==> config.mk <==
export PLATFORM = sky130hd
export DESIGN_NAME = quad_port_io
export DESIGN_NICKNAME = d
export VERILOG_FILES = /design/src/design/quad_port_io.v
export VERILOG_INCLUDE_DIRS = /design/src /design/src/design
export SDC_FILE = /design/constraint.sdc
export NUM_CORES = 1
export LEC_CHECK = 0
export ABC_CLOCK_PERIOD_IN_PS = 2600
export BUFFER_PORTS_ARGS = -buffer_cell sky130_fd_sc_hd__buf_2
export CAP_MARGIN = 5
export CORE_MARGIN = 2
export CORE_UTILIZATION = 54
export DETAILED_ROUTE_END_ITERATION = 10
export PLACE_DENSITY_LB_ADDON = 0.08
export SLEW_MARGIN = 20
export SYNTH_ARGS = -nofsm -noshare
export SYNTH_HDL_FRONTEND = slang
export SYNTH_SLANG_ARGS = --single-unit
export TNS_END_PERCENT = 30
==> constraint.sdc <==
create_clock -name mclk -period 2.6 [get_ports mclk]
set_input_delay 0.26 -clock mclk [delete_from_list [all_inputs] [get_ports mclk]]
set_output_delay 0.26 -clock mclk [all_outputs]
set_load 0.005 [all_outputs]
==> src/design/gpio_defines.vh <==
`ifndef GPIO_DEFINES_VH
`define GPIO_DEFINES_VH

// Data memory locations of latches and direction registers
`define ADDR_PORT_A_LATCH 8'h12
`define ADDR_PORT_A_DIR   8'h13
`define ADDR_PORT_B_LATCH 8'h14
`define ADDR_PORT_B_DIR   8'h15
`define ADDR_PORT_C_LATCH 8'h16
`define ADDR_PORT_C_DIR   8'h17
`define ADDR_PORT_D_LATCH 8'h18
`define ADDR_PORT_D_DIR   8'h19

// Reset values
`define DIR_RESET   8'hFF
`define LATCH_RESET 8'hFF
`define ZERO8       8'h00

// Shared pin positions
`define BIT_BZ      0
`define BIT_BZ_N    1
`define BIT_TONE    3

`endif

==> src/design/quad_port_io.v <==
`timescale 1ns/1ps
`include "gpio_defines.vh"

module quad_port_io #(
   parameter W = 8
) (
   input  wire         mclk,
   input  wire         nrst,
   input  wire [7:0]   mem_addr,
   input  wire         mem_wr,
   input  wire [W-1:0] mem_wdata,
   input  wire         mem_rd,
   output reg  [W-1:0] mem_rdata,
   output reg          mem_hit,
   input  wire [W-1:0] pad_a_in,
   input  wire [W-1:0] pad_b_in,
   input  wire [W-1:0] pad_c_in,
   input  wire [W-1:0] pad_d_in,
   output reg  [W-1:0] pad_a_out,
   output reg  [W-1:0] pad_b_out,
   output reg  [W-1:0] pad_c_out,
   output reg  [W-1:0] pad_d_out,
   output reg  [W-1:0] pad_a_oe,
   output reg  [W-1:0] pad_b_oe,
   output reg  [W-1:0] pad_c_oe,
   output reg  [W-1:0] pad_d_oe,
   output reg  [3:0]   pull_high_en,
   input  wire [3:0]   pull_high_opt,
   input  wire         tone_opt,
   input  wire         buzzer_opt,
   input  wire         pwm_opt,
   input  wire         timer_overflow,
   input  wire         buzzer_src,
   input  wire [3:0]   pwm_src,
   input  wire [W-1:0] port_b_analog,
   output reg          tone_divider_out,
   output reg          wake_req,
   output reg          ext_irq_in_0,
   output reg          ext_irq_in_1,
   output reg          timer_event_in_0,
   output reg          timer_event_in_1
);

   // ==================================================================
   // Register storage
   // ==================================================================
   reg [W-1:0] port_a_latch_q, port_b_latch_q;
   reg [W-1:0] port_c_latch_q, port_d_latch_q;
   reg [W-1:0] port_a_direction_q, port_b_direction_q;
   reg [W-1:0] port_c_direction_q, port_d_direction_q;
   reg         tone_q;
   reg [W-1:0] pa_prev_q;
   reg [W-1:0] rdata_d;
   reg         hit_d;
   reg [W-1:0] a_out_d, d_out_d, b_oe_d;

   // Latch and direction writes; latches hold until rewritten
   always @(posedge mclk) begin
      if (!nrst) begin
         port_a_latch_q     <= `LATCH_RESET;
         port_b_latch_q     <= `LATCH_RESET;
         port_c_latch_q     <= `LATCH_RESET;
         port_d_latch_q     <= `LATCH_RESET;
         port_a_direction_q <= `DIR_RESET;
         port_b_direction_q <= `DIR_RESET;
         port_c_direction_q <= `DIR_RESET;
         port_d_direction_q <= `DIR_RESET;
      end else if (mem_wr) begin
         // Read-modify-write is done by the core through rdata below
         case (mem_addr)
            `ADDR_PORT_A_LATCH: port_a_latch_q     <= mem_wdata;
            `ADDR_PORT_A_DIR:   port_a_direction_q <= mem_wdata;
            `ADDR_PORT_B_LATCH: port_b_latch_q     <= mem_wdata;
            `ADDR_PORT_B_DIR:   port_b_direction_q <= mem_wdata;
            `ADDR_PORT_C_LATCH: port_c_latch_q     <= mem_wdata;
            `ADDR_PORT_C_DIR:   port_c_direction_q <= mem_wdata;
            `ADDR_PORT_D_LATCH: port_d_latch_q     <= mem_wdata;
            `ADDR_PORT_D_DIR:   port_d_direction_q <= mem_wdata;
            default: ;
         endcase
      end
   end

   // ==================================================================
   // Read path
   // ==================================================================
   // Pad taken live, never latched; output lines return latch; analog B lines read 0
   always @* begin
      rdata_d = `ZERO8;
      hit_d   = 1'b1;
      case (mem_addr)
         `ADDR_PORT_A_LATCH: rdata_d = (port_a_direction_q & pad_a_in)
                               | (~port_a_direction_q & port_a_latch_q);
         `ADDR_PORT_B_LATCH: rdata_d = ((port_b_direction_q & pad_b_in)
                               | (~port_b_direction_q & port_b_latch_q))
                               & ~port_b_analog;
         `ADDR_PORT_C_LATCH: rdata_d = (port_c_direction_q & pad_c_in)
                               | (~port_c_direction_q & port_c_latch_q);
         `ADDR_PORT_D_LATCH: rdata_d = (port_d_direction_q & pad_d_in)
                               | (~port_d_direction_q & port_d_latch_q);
         `ADDR_PORT_A_DIR:   rdata_d = port_a_direction_q;
         `ADDR_PORT_B_DIR:   rdata_d = port_b_direction_q;
         `ADDR_PORT_C_DIR:   rdata_d = port_c_direction_q;
         `ADDR_PORT_D_DIR:   rdata_d = port_d_direction_q;
         default:            hit_d   = 1'b0;
      endcase
   end

   // ==================================================================
   // Pin output mux
   // ==================================================================
   // Shared functions gated by latch: latch 0 forces low
   always @* begin
      a_out_d = port_a_latch_q;
      if (tone_opt)
         a_out_d[`BIT_TONE] = port_a_latch_q[`BIT_TONE] & tone_q;
      if (buzzer_opt) begin
         a_out_d[`BIT_BZ]   = port_a_latch_q[`BIT_BZ] & buzzer_src;
         a_out_d[`BIT_BZ_N] = port_a_latch_q[`BIT_BZ_N]
                              & ~buzzer_src;
      end
      d_out_d = port_d_latch_q;
      if (pwm_opt)
         d_out_d[3:0] = port_d_latch_q[3:0] & pwm_src;
      // Analog lines never drive, whatever direction says
      b_oe_d = ~port_b_direction_q & ~port_b_analog;
   end

   // Tone divider: halves the overflow rate
   always @(posedge mclk) begin
      if (!nrst)
         tone_q <= 1'b0;
      else if (timer_overflow)
         tone_q <= ~tone_q;
   end

   // Registered outputs; oe follows direction, off on analog B lines, push-pull only
   always @(posedge mclk) begin
      if (!nrst) begin
         mem_rdata        <= `ZERO8;
         mem_hit          <= 1'b0;
         pad_a_out        <= `ZERO8;
         pad_b_out        <= `ZERO8;
         pad_c_out        <= `ZERO8;
         pad_d_out        <= `ZERO8;
         pad_a_oe         <= `ZERO8;
         pad_b_oe         <= `ZERO8;
         pad_c_oe         <= `ZERO8;
         pad_d_oe         <= `ZERO8;
         // Option is a mask setting, so pull-ups apply during reset too
         pull_high_en     <= pull_high_opt;
         tone_divider_out <= 1'b0;
         // Seed from the pad so release of reset is no false wake
         pa_prev_q        <= pad_a_in;
         wake_req         <= 1'b0;
         ext_irq_in_0     <= 1'b0;
         ext_irq_in_1     <= 1'b0;
         timer_event_in_0 <= 1'b0;
         timer_event_in_1 <= 1'b0;
      end else begin
         mem_rdata        <= mem_rd ? rdata_d : `ZERO8;
         mem_hit          <= mem_rd & hit_d;
         pad_a_out        <= a_out_d;
         pad_b_out        <= port_b_latch_q;
         pad_c_out        <= port_c_latch_q;
         pad_d_out        <= d_out_d;
         pad_a_oe         <= ~port_a_direction_q;
         pad_b_oe         <= b_oe_d;
         pad_c_oe         <= ~port_c_direction_q;
         pad_d_oe         <= ~port_d_direction_q;
         // Pull-high is per-port option; analog B lines handled by pad
         pull_high_en     <= pull_high_opt;
         tone_divider_out <= tone_q;
         // Any edge on an input-mode port A line requests wake
         pa_prev_q        <= pad_a_in;
         wake_req         <= |((pad_a_in ^ pa_prev_q)
                             & port_a_direction_q);
         // Pads always feed these inputs regardless of options
         ext_irq_in_0     <= pad_d_in[4];
         ext_irq_in_1     <= pad_d_in[5];
         timer_event_in_0 <= pad_d_in[6];
         timer_event_in_1 <= pad_d_in[7];
      end
   end

endmodule // quad_port_io

==> results.tsv <==
stage	metric	value	unit
worst_setup_path	WP data arrival	2000	ps
power_and_ir_drop	Power Density	695	nW/um^2
finish	Register Area	3120	um^2
routing	drt pass-1 iters	5	
global_routing	GR Util met2	42.2	%
yosys	most common flop cell mapped by yosys	dfxtp_1	
clock_tree	CTS Buf Count	17	
finish	fillers	758	
clock_tree	Clock Tree Root	clkbuf_8	
routing	Final ANT Viol Nets	0	
global_routing	M1 GR Usage	32.7	%
routing	Routed WL per cell	16.4	um
worst_setup_path	CP max stage delay	760	ps
sta	# setup viols final	0	
finish	Cell Count, Final, Fillers Out	893	
worst_setup_path	FF-to-FF path depth	4	
finish	n_diodes	0	
yosys	Post-synth EDFFs	0	
sta	Worst slew margin	51.4	%
routing	initial DRC count	248	
yosys	Synth Warn #	0	
clock_tree	worst skew pair latency	540	ps
global_routing	first-pass GRT wire length	22700	um
worst_setup_path	CP Capture Type	flop	
global_routing	gr ovfl total	0	
finish	Nets	817	
placed_design	placed wire-length estimate	9640	um
power_and_ir_drop	post-layout total power	0.00524	W
worst_setup_path	slowest cell on the critical path	or4_1	
worst_setup_path	CP Class	in -> reg	
routing	via count	4761	
placed_design	placed cell area	6600	um^2
worst_setup_path	WP data required	3000	ps
finish	layout cell share with drive strength beyond 1	26.8	%
run_status	status	complete, no violations	
yosys	Avg Cell Area, Syn	10.1	um^2
global_routing	initial antenna violation count	0	
worst_hold_path	Hold Crit Start	mem_addr[7]	
clock_tree	clk slew on worst S/H paths	60	ps
finish	Layout area overhead	31.7	%
floorplanning	die height	107	um
placed_design	DP Worst Slack	460	ps
floorplanning	initial core utilization	55.4	%
sta	Slew @ Worst Pin	726	ps
sta	Tcrit/Tclk final	61.5	%
floorplanning	core area	10300	um^2
sta	setup_tns	0	ps
global_routing	M3 GR Usage	7.05	%
worst_setup_path	Stages on worst setup path	5	
worst_hold_path	Hold EP	mem_rdata[7]	
yosys	synthesized cell area	5720	um^2
floorplanning	Ports	156	
run	number of max-cap violations	0	
yosys	Post-synth ARST share	0	%
worst_hold_path	Min-Delay Path Class	in -> reg	
finish	Multi-input gate area	2400	um^2
sta	minimum clock period	1600	ps
clock_tree	CTS Sinks	156	
floorplanning	die area	11400	um^2
floorplanning	chip width	107	um
global_routing	Top Usage Layer GRT	met2	
worst_setup_path	Buf/Inv on CP	1	
yosys	Gate Count Post-Synth	564	
power_and_ir_drop	Worst IR Drop VDD	0.359	mV
sta	setup repair after global routing missed its margin	no	
placed_design	routability cong.	0.877	
worst_setup_path	CP Max Fanout	8	
global_routing	Global Route Usage Sum	26.0	%
global_routing	number of global-route vias before repair	4588	
placed_design	placed cells	826	
worst_setup_path	Startpoint Class	input port	
clock_tree	H-tree depth	4	
yosys	synth unique cells	41	
routing	via/cell ratio	5.33	
power_and_ir_drop	Leak Pwr	3.82	nW
worst_setup_path	CP cell instances	buf_2 > or4b_4 > or4_1 > mux2i_1 > nand2_1	
worst_setup_path	reg2reg setup slack	1180	ps
worst_setup_path	family with the most delay on the worst path	simple AND/OR/NAND/NOR gates	
sta	Setup WS post-layout	1000	ps
sta	Slew Limit Fails	0	
finish	post-route cell area	7530	um^2
sta	Hold Violations, Final	0	
clock_tree	worst-case clock buffer depth	2	
yosys	sequential area share after synthesis	54.6	%
worst_setup_path	RR Startpoint	port_a_direction_q[7]	
routing	final WL	14600	um
worst_setup_path	RR Endpoint	mem_rdata[7]	
clock_tree	CTS tree	yes	
floorplanning	cell row count	37	
yosys	Post-Synthesis Net Count	637	
yosys	FF+latch count, synth	156	
routing	drc violations	0	
sta	Fmax	0.625	GHz
worst_hold_path	worst hold stages	3	
placed_design	I/O Buffers	155	
global_routing	pin count of the biggest net entering global routing	103	
sta	clock skew	7.68	ps
[layout make-up]
| type | count | share of cell area (%) |
|---|---|---|
| flip-flops and latches | 156 | 41.4 |
| multi-input cells | 358 | 31.9 |
| clock inverters | 14 | 2.27 |
| well taps | 136 | 2.26 |
| repair buffers | 199 | 16.0 |
| inverters | 12 | 0.598 |
| clock buffers | 18 | 5.55 |
[metal layers]
metal / share of wire (%) / vias up
met5: 0 / -
met4: 2.6 / 0
met3: 6.0 / 30
met2: 48 / 177
met1: 44 / 2251
li1: - / 2303
[worst reg2reg max path, stage by stage, from the launching register on]
cell       delay, ps
dfxtp_1          440
inv_1             60
o2bb2a_1         290
o32a_1           190
a2111oi_2        340
[power breakdown]
group | switching (W) | internal [W] | total (W) | leakage, nW
logic | 0.000185 | 0.000169 | 0.000354 | 2.26
clock network | 0.000967 | 0.00146 | 0.00243 | 0.281
registers | 0.0000130 | 0.00244 | 0.00245 | 1.28
[worst max-delay path by stage]
stage | slack, ps | from | endpoint
after floorplan | 800 | mem_addr[7] | port_a_direction_q[0]
after global placement | 490 | mem_addr[7] | port_a_direction_q[2]
after detailed placement | 460 | mem_addr[7] | port_a_direction_q[1]
after CTS | 1010 | mem_addr[7] | port_a_direction_q[6]
after global routing | 930 | mem_addr[7] | port_a_direction_q[5]
final | 1000 | mem_addr[7] | port_a_direction_q[6]
[cell families (layout without fill, tap and decap cells)]
kind of cell / Yosys count / after routing / share of synthesized area (%)
xor gates and xnor gates: 9 / 9 / 1.38
buffers and inverters: 50 / 243 / 3.41
DFF: 156 / 156 / 54.6
muxes: 82 / 82 / 14.4
AOI/OAI and AO/OA: 78 / 78 / 8.66
and+or+nand+nor: 189 / 189 / 17.6
[layout by cell type (no fill, tap or decap), drive strengths merged, types with 2 or more instances in the layout]
cell type / n
nor3: 10
a22oi: 10
o2bb2a: 2
buf: 164
or3b: 8
mux2i: 81
o21ai: 22
clkbuf: 18
nand3b: 12
bufinv: 3
clkinv: 8
dlygate4sd3: 35
a21oi: 26
inv: 12
clkinvlp: 3
o32a: 2
nand2: 75
nand4: 8
nor3b: 5
nor2: 26
nand2b: 9
and2: 29
o32ai: 8
a41oi: 2
xor2: 8
dfxtp: 156
[synth_stat cells (2+ instances only)]
library cell | n | area, um^2
dfxtp_1 | 156 | 3120
mux2i_1 | 81 | 811
nand2_1 | 75 | 282
clkbuf_1 | 34 | 128
and2_1 | 29 | 181
a21oi_1 | 26 | 130
nor2_1 | 26 | 97.6
o21ai_0 | 22 | 110
nand3b_1 | 12 | 90.1
inv_1 | 11 | 41.3
a22oi_1 | 10 | 75.1
nand2b_1 | 9 | 56.3
nor3_1 | 9 | 45.0
o32ai_1 | 8 | 70.1
or3b_1 | 8 | 70.1
xor2_1 | 8 | 70.1
nand4_1 | 5 | 31.3
nor3b_1 | 5 | 37.5
buf_2 | 3 | 15.0
nand4_2 | 3 | 37.5
a41oi_1 | 2 | 17.5
o2bb2a_1 | 2 | 20.0
o32a_1 | 2 | 20.0
[repair_timing]
action	4_1_cts	5_1_grt
setup buffers	0	0
gates resized for setup	0	0
hold buffers	35	0
endpoints found under the hold margin	33	0
[per-stage QoR]
stage               utilization, %  hold slack, ps
global route                  73.0            71.8
floorplan                        -             288
global placement              63.9             365
finish                        73.0            68.6
detailed placement            63.9             367
CTS                           73.0            57.4
No activity file was read; power rests on OpenSTA's default activity.
